--- src/inc/mrtm_map.svh ---
// register indices, field positions and constant values of the range type map
// assumes: included by bare name from the design files
`ifndef MRTM_MAP_SVH
`define MRTM_MAP_SVH

// ------------------------------------------------------------
// model-register indices
// ------------------------------------------------------------
`define MRTM_IDX_DEF      8'h00
`define MRTM_IDX_FIX_LO   8'h01
`define MRTM_IDX_FIX_HI   8'h0B
`define MRTM_IDX_VAR_LO   8'h0C
`define MRTM_IDX_CAP      8'h20
`define MRTM_WORDS        28
`define MRTM_LAST_WORD    8'h1B

// ------------------------------------------------------------
// field positions
// ------------------------------------------------------------
`define MRTM_DEF_FE_BIT   10
`define MRTM_DEF_E_BIT    11
`define MRTM_MASK_V_BIT   11
`define MRTM_FEAT_RT_BIT  12

// ------------------------------------------------------------
// reserved-bit masks and constant values
// ------------------------------------------------------------
`define MRTM_DEF_RSVD     64'hFFFF_FFFF_FFFF_F300
`define MRTM_BASE_RSVD    64'hFFFF_FFF0_0000_0F00
`define MRTM_MASK_RSVD    64'hFFFF_FFF0_0000_07FF
`define MRTM_CAP_VALUE    64'h0000_0000_0000_0508
`define MRTM_FEAT_VALUE   32'h0000_1000
`define MRTM_WORD_RST     64'h0000_0000_0000_0000

`endif

--- src/inc/mrtm_pkg.sv ---
// types shared by the range type map design files
// assumes: mrtm_map.svh is on the include path
package mrtm_pkg;

  // memory type encodings of one 8-bit type field
  typedef enum logic [7:0] {
    mt_uncacheable     = 8'h00,
    mt_write_combining = 8'h01,
    mt_write_through   = 8'h04,
    mt_write_protected = 8'h05,
    mt_writeback       = 8'h06
  } mrtm_mem_type_t;

  // one model-register access from privileged software
  typedef struct packed {
    logic        wr;     // 1 write, 0 read
    logic [7:0]  idx;    // register index
    logic [63:0] wdata;  // write data
  } mrtm_msr_req_t;

  // access state machine
  typedef enum logic [1:0] {
    st_idle = 2'b01,
    st_read = 2'b10
  } mrtm_state_t;

endpackage

--- src/hw/mrtm_regfile.sv ---
// storage of the default-type, fixed-range and variable-range words
// assumes: writer checks index and data before raising wr_en_i
`timescale 1ns/1ps
`include "mrtm_map.svh"

module mrtm_regfile (
  input  wire logic                    clk_sys_i,  // core clock
  input  wire logic                    rst_n_i,    // sync reset, low
  input  wire logic                    wr_en_i,    // write strobe
  input  wire logic [4:0]              wr_idx_i,   // write word index
  input  wire logic [63:0]             wr_data_i,  // write data
  input  wire logic                    rd_en_i,    // read strobe
  input  wire logic [4:0]              rd_idx_i,   // read word index
  output logic      [63:0]             rd_data_o,  // registered read data
  output logic      [`MRTM_WORDS-1:0][63:0] words_o  // all words for lookup
);

  logic [`MRTM_WORDS-1:0][63:0] mem_ff;
  logic [`MRTM_WORDS-1:0][63:0] nxt_mem;
  logic [63:0]                  rdata_ff;
  logic [63:0]                  nxt_rdata;

  // next word contents and read data
  always_comb begin
    nxt_mem   = mem_ff;
    nxt_rdata = rdata_ff;
    if (wr_en_i) begin
      nxt_mem[wr_idx_i] = wr_data_i;
    end
    if (rd_en_i) begin
      nxt_rdata = mem_ff[rd_idx_i];
    end
  end

  // every word clears, so all ranges start disabled
  always_ff @(posedge clk_sys_i) begin
    if (!rst_n_i) begin
      mem_ff   <= {`MRTM_WORDS{`MRTM_WORD_RST}};
      rdata_ff <= `MRTM_WORD_RST;
    end else begin
      mem_ff   <= nxt_mem;
      rdata_ff <= nxt_rdata;
    end
  end

  assign rd_data_o = rdata_ff;
  assign words_o   = mem_ff;

endmodule

--- src/hw/mrtm_lookup.sv ---
// combinational memory type lookup for one physical address
// assumes: 36-bit physical address, words laid out as in mrtm_map.svh
`timescale 1ns/1ps
`include "mrtm_map.svh"

module mrtm_lookup (
  input  wire logic [35:0]                  addr_i,     // physical address
  input  wire logic [`MRTM_WORDS-1:0][63:0] words_i,    // register words
  output logic      [7:0]                   type_o,     // resolved type
  output logic                              fix_hit_o   // fixed field used
);

  logic [63:0] def_w;
  logic [4:0]  fidx;
  logic [2:0]  fbyte;
  logic [7:0]  fix_type;
  logic [63:0] base_w;
  logic [63:0] mask_w;

  // fixed field select: 64K below 80000H, 16K to BFFFFH, 4K to FFFFFH
  always_comb begin
    fidx  = 5'h01;
    fbyte = addr_i[18:16];
    if (addr_i[19] && !addr_i[18]) begin
      fidx  = 5'(2 + addr_i[17]);
      fbyte = addr_i[16:14];
    end else if (addr_i[19]) begin
      fidx  = 5'(4 + addr_i[17:15]);
      fbyte = addr_i[14:12];
    end
    fix_type = words_i[fidx][{fbyte, 3'b000} +: 8];
  end

  // resolve: master off gives uncacheable, fixed beats variable
  always_comb begin
    def_w     = words_i[0];
    base_w    = '0;
    mask_w    = '0;
    type_o    = mrtm_pkg::mt_uncacheable;
    fix_hit_o = 1'b0;
    if (def_w[`MRTM_DEF_E_BIT]) begin
      type_o = def_w[7:0];
      // descending walk so the lowest matching pair wins an overlap
      for (int n = 7; n >= 0; n--) begin
        base_w = words_i[12 + 2 * n];
        mask_w = words_i[13 + 2 * n];
        if (mask_w[`MRTM_MASK_V_BIT] &&
            ((addr_i[35:12] & mask_w[35:12]) == (base_w[35:12] & mask_w[35:12]))) begin
          type_o = base_w[7:0];
        end
      end
      if (def_w[`MRTM_DEF_FE_BIT] && (addr_i[35:20] == 16'h0000)) begin
        type_o    = fix_type;
        fix_hit_o = 1'b1;
      end
    end
  end

endmodule

--- src/hw/mrtm_top.sv ---
// memory range type map: model-register access port and type lookup
// assumes: one requester, holds its request until ready_o is seen high
//
// Behaviour
// - up to 96 ranges: 88 fixed, 8 variable
// - reset disables all fixed and variable ranges
// - type codes 00,01,04,05,06 are legal
// - reserved type code written raises protection fault
// - no cross-processor sync of range contents
// - feature query bit 12 reports range registers
// - 64-bit read-only capability register, model-register read
// - capability bits 0-7 give eight variable ranges
// - capability bit 8 says fixed ranges exist
// - capability bit 10 says write combining supported
// - capability write raises protection fault
// - capability always reads 508H
// - range register write flushes every translation entry
// - master enable clear makes everything uncacheable
// - fixed range type beats variable range type
// - variable hit: masked address equals masked base
`timescale 1ns/1ps
`include "mrtm_map.svh"

module mrtm_top (
  input  wire logic        clk_sys_i,    // core clock, 250 MHz
  input  wire logic        rst_n_i,      // sync reset, low
  input  wire logic        req_i,        // model-register access request
  input  wire logic        req_wr_i,     // 1 write, 0 read
  input  wire logic [7:0]  req_idx_i,    // register index
  input  wire logic [63:0] req_wdata_i,  // write data
  output logic             ready_o,      // request can be taken
  output logic             ack_o,        // answer pulse
  output logic             fault_o,      // protection fault with ack
  output logic      [63:0] rdata_o,      // read data, valid with ack
  output logic             flush_o,      // flush all translation entries
  output logic      [31:0] feature_o,    // feature query result word
  input  wire logic [35:0] addr_i,       // access physical address
  output logic      [7:0]  type_o        // memory type of addr_i
);

  // ------------------------------------------------------------
  // helper functions
  // ------------------------------------------------------------

  // reserved type code check
  function automatic logic type_rsvd(input logic [7:0] t);
    type_rsvd = !((t == mrtm_pkg::mt_uncacheable) ||
                  (t == mrtm_pkg::mt_write_combining) ||
                  (t == mrtm_pkg::mt_write_through) ||
                  (t == mrtm_pkg::mt_write_protected) ||
                  (t == mrtm_pkg::mt_writeback));
  endfunction

  // fault check for one write to an array word
  function automatic logic word_bad(input logic [7:0] idx, input logic [63:0] d);
    logic bad;
    bad = 1'b0;
    if (idx == `MRTM_IDX_DEF) begin
      bad = type_rsvd(d[7:0]) || ((d & `MRTM_DEF_RSVD) != '0);
    end else if (idx <= `MRTM_IDX_FIX_HI) begin
      for (int b = 0; b < 8; b++) begin
        bad = bad || type_rsvd(d[8 * b +: 8]);
      end
    end else if (!idx[0]) begin
      bad = type_rsvd(d[7:0]) || ((d & `MRTM_BASE_RSVD) != '0);
    end else begin
      bad = ((d & `MRTM_MASK_RSVD) != '0);
    end
    word_bad = bad;
  endfunction

  // ------------------------------------------------------------
  // state
  // ------------------------------------------------------------
  mrtm_pkg::mrtm_state_t   state_ff, nxt_state;
  mrtm_pkg::mrtm_msr_req_t req;
  logic        ready_ff, nxt_ready;
  logic        ack_ff, nxt_ack;
  logic        fault_ff, nxt_fault;
  logic        flush_ff, nxt_flush;
  logic [63:0] rdata_ff, nxt_rdata;
  logic [31:0] feature_ff;
  logic        take;
  logic        is_cap;
  logic        is_word;
  logic        bad;
  logic        wr_en;
  logic        rd_en;
  logic [63:0] mem_rdata;
  logic [`MRTM_WORDS-1:0][63:0] words;
  logic        fix_hit;

  assign req     = '{wr: req_wr_i, idx: req_idx_i, wdata: req_wdata_i};
  assign take    = req_i && (state_ff == mrtm_pkg::st_idle);
  assign is_cap  = (req.idx == `MRTM_IDX_CAP);
  assign is_word = (req.idx <= `MRTM_LAST_WORD);

  // fault decode: capability write, bad data, unmapped index
  always_comb begin
    bad = !(is_cap || is_word);
    if (req.wr && is_cap) begin
      bad = 1'b1;
    end else if (req.wr && is_word) begin
      bad = word_bad(req.idx, req.wdata);
    end
  end

  assign wr_en = take && req.wr && is_word && !bad;
  assign rd_en = take && !req.wr && is_word;

  // ------------------------------------------------------------
  // access state machine
  // ------------------------------------------------------------

  // answers come one edge after the take; reads of words stall one cycle
  always_comb begin
    nxt_state = state_ff;
    nxt_ack   = 1'b0;
    nxt_fault = 1'b0;
    nxt_flush = 1'b0;
    nxt_rdata = rdata_ff;
    unique case (state_ff)
      mrtm_pkg::st_idle: begin
        if (take && rd_en) begin
          nxt_state = mrtm_pkg::st_read;
        end else if (take) begin
          nxt_ack   = 1'b1;
          nxt_fault = bad;
          nxt_flush = wr_en;
          // constant word: eight variable, fixed present, write combining
          if (!req.wr && is_cap) begin
            nxt_rdata = `MRTM_CAP_VALUE;
          end else if (!req.wr) begin
            nxt_rdata = '0;
          end
        end
      end
      mrtm_pkg::st_read: begin
        nxt_state = mrtm_pkg::st_idle;
        nxt_ack   = 1'b1;
        nxt_rdata = mem_rdata;
      end
    endcase
    nxt_ready = (nxt_state == mrtm_pkg::st_idle);
  end

  // registers of the access port
  always_ff @(posedge clk_sys_i) begin
    if (!rst_n_i) begin
      state_ff   <= mrtm_pkg::st_idle;
      ready_ff   <= 1'b1;
      ack_ff     <= 1'b0;
      fault_ff   <= 1'b0;
      flush_ff   <= 1'b0;
      rdata_ff   <= '0;
      feature_ff <= `MRTM_FEAT_VALUE;
    end else begin
      state_ff   <= nxt_state;
      ready_ff   <= nxt_ready;
      ack_ff     <= nxt_ack;
      fault_ff   <= nxt_fault;
      flush_ff   <= nxt_flush;
      rdata_ff   <= nxt_rdata;
      feature_ff <= `MRTM_FEAT_VALUE;
    end
  end

  // ------------------------------------------------------------
  // storage and lookup
  // ------------------------------------------------------------

  // local copy only; no port exists to share it
  mrtm_regfile u_regfile (
    .clk_sys_i (clk_sys_i),
    .rst_n_i   (rst_n_i),
    .wr_en_i   (wr_en),
    .wr_idx_i  (req.idx[4:0]),
    .wr_data_i (req.wdata),
    .rd_en_i   (rd_en),
    .rd_idx_i  (req.idx[4:0]),
    .rd_data_o (mem_rdata),
    .words_o   (words)
  );

  // unregistered so the type meets the access in its own cycle
  mrtm_lookup u_lookup (
    .addr_i    (addr_i),
    .words_i   (words),
    .type_o    (type_o),
    .fix_hit_o (fix_hit)
  );

  // port outputs
  assign ready_o   = ready_ff;
  assign ack_o     = ack_ff;
  assign fault_o   = fault_ff;
  assign rdata_o   = rdata_ff;
  assign flush_o   = flush_ff;
  assign feature_o = feature_ff;

  // ------------------------------------------------------------
  // assertions
  // ------------------------------------------------------------

  a_cap_read_value: assert property (@(posedge clk_sys_i) disable iff (!rst_n_i)
    (take && !req.wr && is_cap) |=> (ack_o && !fault_o && rdata_o == `MRTM_CAP_VALUE))
    else $error("capability read did not return its constant");

  a_cap_rsvd_zero: assert property (@(posedge clk_sys_i) disable iff (!rst_n_i)
    (take && !req.wr && is_cap) |=> (rdata_o[63:11] == '0 && !rdata_o[9] &&
                                     rdata_o[7:0] == 8'h08 && rdata_o[8] && rdata_o[10]))
    else $error("capability fields wrong");

  a_cap_write_fault: assert property (@(posedge clk_sys_i) disable iff (!rst_n_i)
    (take && req.wr && is_cap) |=> (ack_o && fault_o && !flush_o))
    else $error("capability write not faulted");

  a_rsvd_type_fault: assert property (@(posedge clk_sys_i) disable iff (!rst_n_i)
    (take && req.wr && req.idx == `MRTM_IDX_DEF && type_rsvd(req.wdata[7:0]))
      |=> (ack_o && fault_o && words[0] == $past(words[0])))
    else $error("reserved type accepted");

  a_flush_on_write: assert property (@(posedge clk_sys_i) disable iff (!rst_n_i)
    (take && req.wr && is_word && !bad) |=> (flush_o && ack_o && !fault_o)
      ##1 (flush_o == $past(wr_en)))
    else $error("range write did not flush once");

  a_no_stray_flush: assert property (@(posedge clk_sys_i) disable iff (!rst_n_i)
    flush_o |-> ($past(wr_en) && !fault_o))
    else $error("flush without accepted write");

  a_disabled_uc: assert property (@(posedge clk_sys_i) disable iff (!rst_n_i)
    !words[0][`MRTM_DEF_E_BIT] |-> (type_o == 8'h00))
    else $error("type not uncacheable while disabled");

  a_reset_uc: assert property (@(posedge clk_sys_i) disable iff (!rst_n_i)
    $rose(rst_n_i) |-> (type_o == 8'h00 && words[0] == '0 && ready_o && !ack_o))
    else $error("ranges not disabled after reset");

  a_fixed_wins: assert property (@(posedge clk_sys_i) disable iff (!rst_n_i)
    (words[0][`MRTM_DEF_E_BIT] && words[0][`MRTM_DEF_FE_BIT] && addr_i[35:20] == 16'h0000)
      |-> fix_hit)
    else $error("fixed range not used below 1 MB");

  a_feature_flag: assert property (@(posedge clk_sys_i) disable iff (!rst_n_i)
    feature_o[`MRTM_FEAT_RT_BIT] && $stable(feature_o))
    else $error("feature flag lost");

  a_read_latency: assert property (@(posedge clk_sys_i) disable iff (!rst_n_i)
    rd_en |=> (!ready_o && !ack_o)
      ##1 (ack_o && ready_o && rdata_o == $past(words[req.idx[4:0]], 2)))
    else $error("word read answer wrong");

  // ------------------------------------------------------------
  // access port, lookup and feature word assertions
  // ------------------------------------------------------------

  // a fault is only ever reported as part of an answer
  a_fault_with_ack: assert property (@(posedge clk_sys_i) disable iff (!rst_n_i)
    fault_o |-> ack_o)
    else $error("fault without answer");

  // a refused write leaves every word as it was and flushes nothing
  a_fault_no_store: assert property (@(posedge clk_sys_i) disable iff (!rst_n_i)
    (take && req.wr && bad) |=> (words == $past(words) && !flush_o))
    else $error("refused write changed a word");

  // an accepted write is visible in the next cycle
  a_write_lands: assert property (@(posedge clk_sys_i) disable iff (!rst_n_i)
    wr_en |=> (words[$past(req.idx[4:0])] == $past(req.wdata)))
    else $error("accepted write not stored");

  // everything but a word read answers on the next edge
  a_answer_next: assert property (@(posedge clk_sys_i) disable iff (!rst_n_i)
    (take && !rd_en) |=> (ack_o && ready_o))
    else $error("answer not one cycle after take");

  // a second answer in a row needs a second take
  a_ack_pulse: assert property (@(posedge clk_sys_i) disable iff (!rst_n_i)
    ack_o |=> (!ack_o || $past(take)))
    else $error("answer stretched");

  // no answer without a request behind it
  a_no_idle_answer: assert property (@(posedge clk_sys_i) disable iff (!rst_n_i)
    ack_o |-> ($past(take) || $past(state_ff == mrtm_pkg::st_read)))
    else $error("answer without request");

  // read data only move together with an answer
  a_rdata_hold: assert property (@(posedge clk_sys_i) disable iff (!rst_n_i)
    !ack_o |-> $stable(rdata_o))
    else $error("read data moved without answer");

  // unknown indices are refused whatever the direction
  a_unmapped_fault: assert property (@(posedge clk_sys_i) disable iff (!rst_n_i)
    (take && !is_cap && !is_word) |=> (ack_o && fault_o && !flush_o))
    else $error("unmapped index not faulted");

  // fixed fields are ignored while their enable is clear
  a_var_no_fixed: assert property (@(posedge clk_sys_i) disable iff (!rst_n_i)
    (words[0][`MRTM_DEF_E_BIT] && !words[0][`MRTM_DEF_FE_BIT]) |-> !fix_hit)
    else $error("fixed field used while disabled");

  // fixed fields never reach above the first megabyte
  a_high_no_fixed: assert property (@(posedge clk_sys_i) disable iff (!rst_n_i)
    (addr_i[35:20] != 16'h0000) |-> !fix_hit)
    else $error("fixed field used above 1 MB");

  // the feature word is the fixed constant
  a_feature_value: assert property (@(posedge clk_sys_i) disable iff (!rst_n_i)
    feature_o == `MRTM_FEAT_VALUE)
    else $error("feature word wrong");

endmodule

--- config.mk ---
export PLATFORM = sky130hd
export DESIGN_NAME = mrtm_top
export DESIGN_NICKNAME = d
export VERILOG_FILES = /design/src/inc/mrtm_pkg.sv /design/src/hw/mrtm_regfile.sv /design/src/hw/mrtm_lookup.sv /design/src/hw/mrtm_top.sv
export VERILOG_INCLUDE_DIRS = /design/src /design/src/inc
export SDC_FILE = /design/constraint.sdc
export NUM_CORES = 2
export LEC_CHECK = 0
export ABC_AREA = 1
export BUFFER_PORTS_ARGS = -buffer_cell sky130_fd_sc_hd__buf_2
export CAP_MARGIN = 15
export CORE_ASPECT_RATIO = 1.75
export CORE_MARGIN = 4
export CORE_UTILIZATION = 37
export DETAILED_ROUTE_END_ITERATION = 10
export PLACE_DENSITY = 0.54
export RECOVER_POWER = 50
export SYNTH_ARGS = -nofsm -noshare
export SYNTH_HDL_FRONTEND = slang
export SYNTH_SLANG_ARGS = --single-unit
--- constraint.sdc ---
create_clock -name clk_sys_i -period 2.1 [get_ports clk_sys_i]
set_input_delay 0.105 -clock clk_sys_i [delete_from_list [all_inputs] [get_ports clk_sys_i]]
set_output_delay 0.105 -clock clk_sys_i [all_outputs]
set_load 0.01 [all_outputs]
Word level (Yosys, flattened, before mapping)
Cells that the tools add are included.
{"block": "op_classes", "n_addsub": 2, "n_eq_ne": 47, "n_shift": 1, "n_reduce_logical": 90, "magnitude_cmp": 5, "n_mux": 36, "bitwise": 19}
{"op": "$bwmux 1792", "n": 1}
{"op": "$bmux 64 s5", "n": 2}
{"op": "$mux 64", "n": 7}
{"op": "$and 24x24->24", "n": 16}
{"op": "$demux 64 s5", "n": 1}
{"op": "$eq 24x24->1", "n": 8}
{"op": "$eq 8x3->1 const B", "n": 24}
{"op": "$reduce_bool 64->1", "n": 3}
{"op": "$pmux 64 s2", "n": 1}
{"op": "$mux 8", "n": 10}
{"op": "$logic_not 8->1", "n": 9}
{"op": "$eq 8x1->1 const B", "n": 8}
{"op": "$shiftx 64x7->8", "n": 1}
{"op": "$logic_or 1x1->1", "n": 42}
{"op": "$logic_and 1x1->1", "n": 21}
{"op": "$logic_not 16->1", "n": 1}
{"op": "$logic_not 1->1", "n": 12}
{"op": "$lt 5x6->1 const B", "n": 2}
{"op": "$mux 5", "n": 2}
{"op": "$eq 8x6->1 const B", "n": 1}
{"op": "$le 8x4->1 const B", "n": 1}
{"op": "$le 8x5->1 const B", "n": 1}
{"op": "$mux 1", "n": 7}
{"op": "$mux 3", "n": 2}
{"op": "13 further kinds", "n": 17}
{"block": "word_totals", "output_inout_bits": 108, "inputBits": 112, "wordCells": 235, "register_bits": 1926}

Depth between registers and ports, before layout
{"block": "depth", "depth_word": 19, "mapped_depth": 19, "depth_no_buf": 17}

Modules after synthesis
A second synthesis with hierarchy kept.
{"block": "hier_totals", "hier_cells": 15430, "hier_area_um2": 99180.1}
{"module": "mrtm_regfile", "area_each_um2": 83157.3, "n_inst": 1, "seq_area_each_um2": 37155.6, "cells_each": 12284}
{"module": "mrtm_lookup", "area_each_um2": 12517.0, "n_inst": 1, "seq_area_each_um2": 0.0, "cells_each": 2663}
{"module": "mrtm_top", "area_each_um2": 3505.9, "n_inst": 1, "seq_area_each_um2": 1401.3, "cells_each": 483}

Worst setup path before layout
Ideal clock, no wire load.
{"block": "synth_timing", "path_type": "input port to output port", "startpoint": "in addr_i[18]", "endpoint": "out type_o[3]", "t_required_ns": 1.995, "arrival_time_ns": 1.942, "slack_ns": 0.053, "stages": 16, "path_cell_list": "buf_2 > inv_2 > nand3_1 > nand2_1 > buf_2 > clkbuf_1 > nand2_1 > nand3_1 > o21ai_0 > o211ai_1 > nand3_1 > nand3_1 > nand3_1 > nand3_1 > nand2_1 > a21oi_1"}
{"block": "synth_between", "elab_chain_len": 13, "word_cells_on_any_way": 42, "cone_classes": "eq/ne: 8; shift: 1; mux: 15; bitwise: 8; reduce/logical: 10"}
{"item": "start, declared", "line": "mrtm_top.sv:37", "source": "input wire logic [35:0] addr_i,"}
{"item": "parallel branches: the longest is 11 deep, another holds $bmux 64 s5"}
{"item": "$mux 8 (*)", "line": "mrtm_lookup.sv:52", "source": "if (def_w[`MRTM_DEF_FE_BIT] && (addr_i[35:20] == 16'h0000)) begin"}
{"item": "$mux 8 (*)", "line": "mrtm_lookup.sv:41", "source": "if (def_w[`MRTM_DEF_E_BIT]) begin"}
{"item": "end, declared", "line": "mrtm_top.sv:38", "source": "output logic [7:0] type_o"}
Every way passes the cells marked *. The select of a mux whose other input is x is not followed.

Worst setup path in the final report
{"block": "layout_timing", "startpoint": "reg u_regfile.mem_ff, in the netlist u_regfile.words_o[1695]", "endpoint": "out type_o[1]"}
{"block": "layout_between", "elab_chain_len": 13}
{"item": "start, declared", "line": "mrtm_regfile.sv:18", "source": "logic [`MRTM_WORDS-1:0][63:0] mem_ff;"}
{"item": "start signal, assigned", "line": "mrtm_regfile.sv:38", "source": "mem_ff <= {`MRTM_WORDS{`MRTM_WORD_RST}};"}
{"item": "start signal, assigned", "line": "mrtm_regfile.sv:41", "source": "mem_ff <= nxt_mem;"}
{"item": "$and 24x24->24", "line": "mrtm_lookup.sv:48", "source": "((addr_i[35:12] & mask_w[35:12]) == (base_w[35:12] & mask_w[35:12]))) begin"}
{"item": "$eq 24x24->1", "line": "mrtm_lookup.sv:48"}
{"item": "$logic_and 1x1->1", "line": "mrtm_lookup.sv:47", "source": "if (mask_w[`MRTM_MASK_V_BIT] &&"}
{"item": "$mux 8 (8 in series)", "line": "mrtm_lookup.sv:47"}
{"item": "$mux 8", "line": "mrtm_lookup.sv:52"}
{"item": "$mux 8", "line": "mrtm_lookup.sv:41"}
No other way between the ends.

==> results by group <==
Clocking
  – TritonCTS buffer count: 194
  – Reg clk slew, reported paths: 0.07 ns
  – CTS Root Cell: clkbuf_16
  – Clock tree buffer depth: 4
  – CTS Sinks: between 1500 and 2000
  – CTS tree: built
  – Worst-skew pair later-pin latency: 0.90 ns
  – H-tree depth: 4

Outcome
  – Outcome: finished, violations left
  – Failing checks: setup timing

Die
  – Initial Utilization: 0.372
  – Die height: 652 um
  – Ports: 220
  – DIE WIDTH: 376 um
  – Row count: 236
  – Core Area: ~240000 um2
  – Die area: 245000 um2

STA
  – Final worst slack: -1.53 ns
  – Setup total negative slack: -877.07 ns
  – Worst-Margin Slew: approximately 1.0 ns
  – Max_slew headroom: 0.323
  – Fmax: 0.276 GHz
  – Hold Violations, Final: 0
  – Tmin final: 3.63 ns
  – Final setup fails: 1924
  – Clock Skews: 0.0696 ns
  – Slew Viols, Final: 0
  – Final period utilization: 1.73
  – RSZ-0062 raised after global routing: yes

Route
  – Routed vias: about 100k
  – DR iter-0 viols: around 14000
  – WL final: 511 mm
  – WL/cell: 30.7 um
  – Post-route DRC: 0
  – Final ANT Viol Nets: 0
  – TritonRoute pass-1 iters: 6
  – Via/cell ratio: roughly 6

Synthesis
  – Post-Synth Simple-Gate Area: 0.305
  – Top FF cell, synth: dfxtp_1
  – Post-Synth XOR/XNOR Area: 0.000200
  – Seq cells post-synth: 1926
  – Synth warnings: 0
  – Adder-cell share of the synthesized area: 0
  – Post-Synthesis Cells: 12300
  – Largest family of logic cells by synthesized area: simple AND/OR/NAND/NOR gates
  – Yosys cell types: 60
  – Register area share after synthesis: 0.439
  – Average instance area after synthesis: 7.15 um2
  – EDFF count, synth: 0
  – Compound-Gate Fraction of Synth Area: 0.177
  – Synth Cell Area: roughly 88000 um2
  – Mux share of post-synthesis cell area: 0
  – Asr flop ratio synth: 0

Critical path
  – WP data required: 2.00 ns
  – WS Path Type: reg2out
  – Worst setup SP type: register
  – CP arrival: roughly 3.5 ns
  – Crit path max fanout: 8
  – Critical Path End Type: output port

Global route
  – First-pass GRT wire length: roughly 700 mm
  – GRT overflow: 0
  – Total GRT Usage: 0.381
  – Pin count of the biggest net entering global routing: about 160
  – Initial antenna violation count: slightly above 40
  – Vias in the first global route: 95600

Power
  – P_sw: 21.8 mW
  – Pint: 60.8 mW
  – Seq pwr share: 0.442
  – Combinational share of power: 0.097
  – Clock power frac: 0.461
  – Leak: 43.1 nW
  – Net Sw Frac: 0.264
  – Pwr dens: 699 nW/um2
  – Peak VDD IR: 0.000615 V
  – Overall Power: 82.6 mW

Placed design
  – IO buf count: 175
  – Placed Cells: 16000
  – Post-DP HPWL: approximately 320 mm
  – Final Wtd Congestion: around 1

Run
  – Max Cap Violations: 0

Finish
  – Final #Nets: 13500
  – Proportion of layout cells with a drive suffix above 1: 0.217
  – Area Growth Syn to Fin: 34.8%
  – Layout Cells excl Fill: ~17000
  – Fin util: 0.501

Worst hold path
  – HP Class: in2reg
[synth_stat cells (15+ instances only)]
cell,number,area (um2)
a21boi_0,26,195
a21o_1,17,128
a21oi_1,1000,5000
a221oi_1,81,709
a22o_1,21,184
a22oi_1,532,3990
a31oi_1,21,131
buf_1,64,240
buf_2,319,1600
buf_4,71,533
clkbuf_1,720,2700
dfxtp_1,1926,38600
inv_1,409,1540
inv_2,15,56.3
nand2_1,3136,11800
nand3_1,760,3800
nand4_1,778,4870
nand4_4,20,425
nor2_1,1380,5180
nor3_1,23,115
nor4_1,20,125
o2111ai_1,45,394
o211ai_1,133,998
o21ai_0,470,2350
o221ai_1,39,342
o22ai_1,61,382
or2_2,41,257
[layout make-up]
type / instances / area [um2]
fill: 22600 / 118000
multi-input combinational: 8757 / 45200
sequential: 1926 / 38600
timing repair buffer: 2083 / 22200
clock buffer: 280 / 5700
tap: 3094 / 3870
inverter: 432 / 1680
clock inverter: 66 / 1000
antenna: 20 / 50.0
[routing by layer]
| metal | GRT usage | part of all wire | up-vias |
|---|---|---|---|
| met5 | 0 | 0.00020 | - |
| met4 | 0.354 | 0.12 | 16 |
| met3 | 0.0874 | 0.10 | 2332 |
| met2 | 0.598 | 0.44 | 7055 |
| met1 | 0.427 | 0.34 | 48900 |
| li1 | - | - | 44100 |
[worst max-delay path, cell delays in order, from the launching register on]
cell,delay (ns)
dfxtp_2,0.35
nand3b_1,0.12
nand2_2,0.10
nor2_4,0.25
nand3_4,0.13
nor2_4,0.29
buf_6,0.19
nand2_8,0.09
nand2_4,0.08
nand3_2,0.06
nand3_2,0.07
nand3_2,0.07
nand3_2,0.06
nand2_1,0.04
nand2_1,0.08
nand2_2,0.11
a21oi_4,0.35
buf_6,0.16
[per-stage QoR]
| step | cell area (um2) | setup WS, ns | hold WS [ns] |
|---|---|---|---|
| 2_1_floorplan | 87900 | 0.0534 | 0.261 |
| 5_1_grt | 118000 | -1.51 | 0.0348 |
| 3_5_place_dp | 103000 | -1.94 | 0.428 |
| 3_3_place_gp | 103000 | -1.97 | 0.425 |
| 4_1_cts | 114000 | -1.43 | 0.00500 |
| 6_report | 118000 | -1.53 | 0.0386 |
[cell families (layout without fill, tap and decap cells)]
family                 after synthesis  after routing
AO/OA/AOI/OAI                     2535           2535
XOR/XNOR                             2              2
buffers and inverters             1619           2861
flip-flops                        1926           1926
other                                2             52
AND/OR/NAND/NOR                   6188           6188
[registers in the layout (all words and copies together), names as in the netlist]
| signal | count |
|---|---|
| u_regfile.words_o | 1792 |
| rdata_o | 64 |
| u_regfile.rd_data_o | 64 |
| state_ff | 2 |
| ack_o | 1 |
| fault_o | 1 |
| flush_o | 1 |
| ready_o | 1 |
[cell usage in the layout, fill, tap and decap left out, drive strengths merged, types with 25 or more instances in the layout]
cell and n:
clkbuf 409, clkinv 38, a21boi 27, bufinv 25
o21ai 475, o2111ai 45, o221ai 39, a21oi 1001
buf 1906, nand2 3137, o22ai 61, dlygate4sd3 42
nand3 760, nor2 1391, inv 429, a22oi 532
o211ai 133, nand4 803, dfxtp 1926, a221oi 81
nor3 25, conb 32, or2 44
[power by group through the flow]
stage | clock [mW] | combinational (mW) | sequential (mW)
2_1_floorplan | 0 | 3.16 | 37.4
3_3_place_gp | 0 | 7.24 | 37.4
3_5_place_dp | 0 | 7.25 | 37.4
4_1_cts | 38.2 | 7.53 | 36.6
5_1_grt | 39.5 | 8.04 | 36.5
6_report | 38.1 | 7.98 | 36.6
[repair_timing]
item / 4_1_cts / 5_1_grt
endpoints found under the setup margin: 1149 / 1856
hold buffers: 42 / 0
gates cloned: 63 / 74
resized for setup: 437 / 603
endpoints found under the hold margin: 940 / 0
buffers inserted: 116 / 48
pin swaps: 116 / 135
[final timing paths]
path                                start  cells past startpoint                 endpoint  slack [ns]
setup / recovery  u_regfile.words_o[1695]                     17                type_o[1]       -1.53
hold / removal                   req_wr_i                      9  u_regfile.rd_data_o[32]        0.04
setup reg to reg              state_ff[0]                     17  u_regfile.words_o[1296]       -0.75
hold reg to reg     u_regfile.words_o[85]                      2    u_regfile.words_o[85]        0.44
Note: power is estimated with default switching activity, not from simulation.
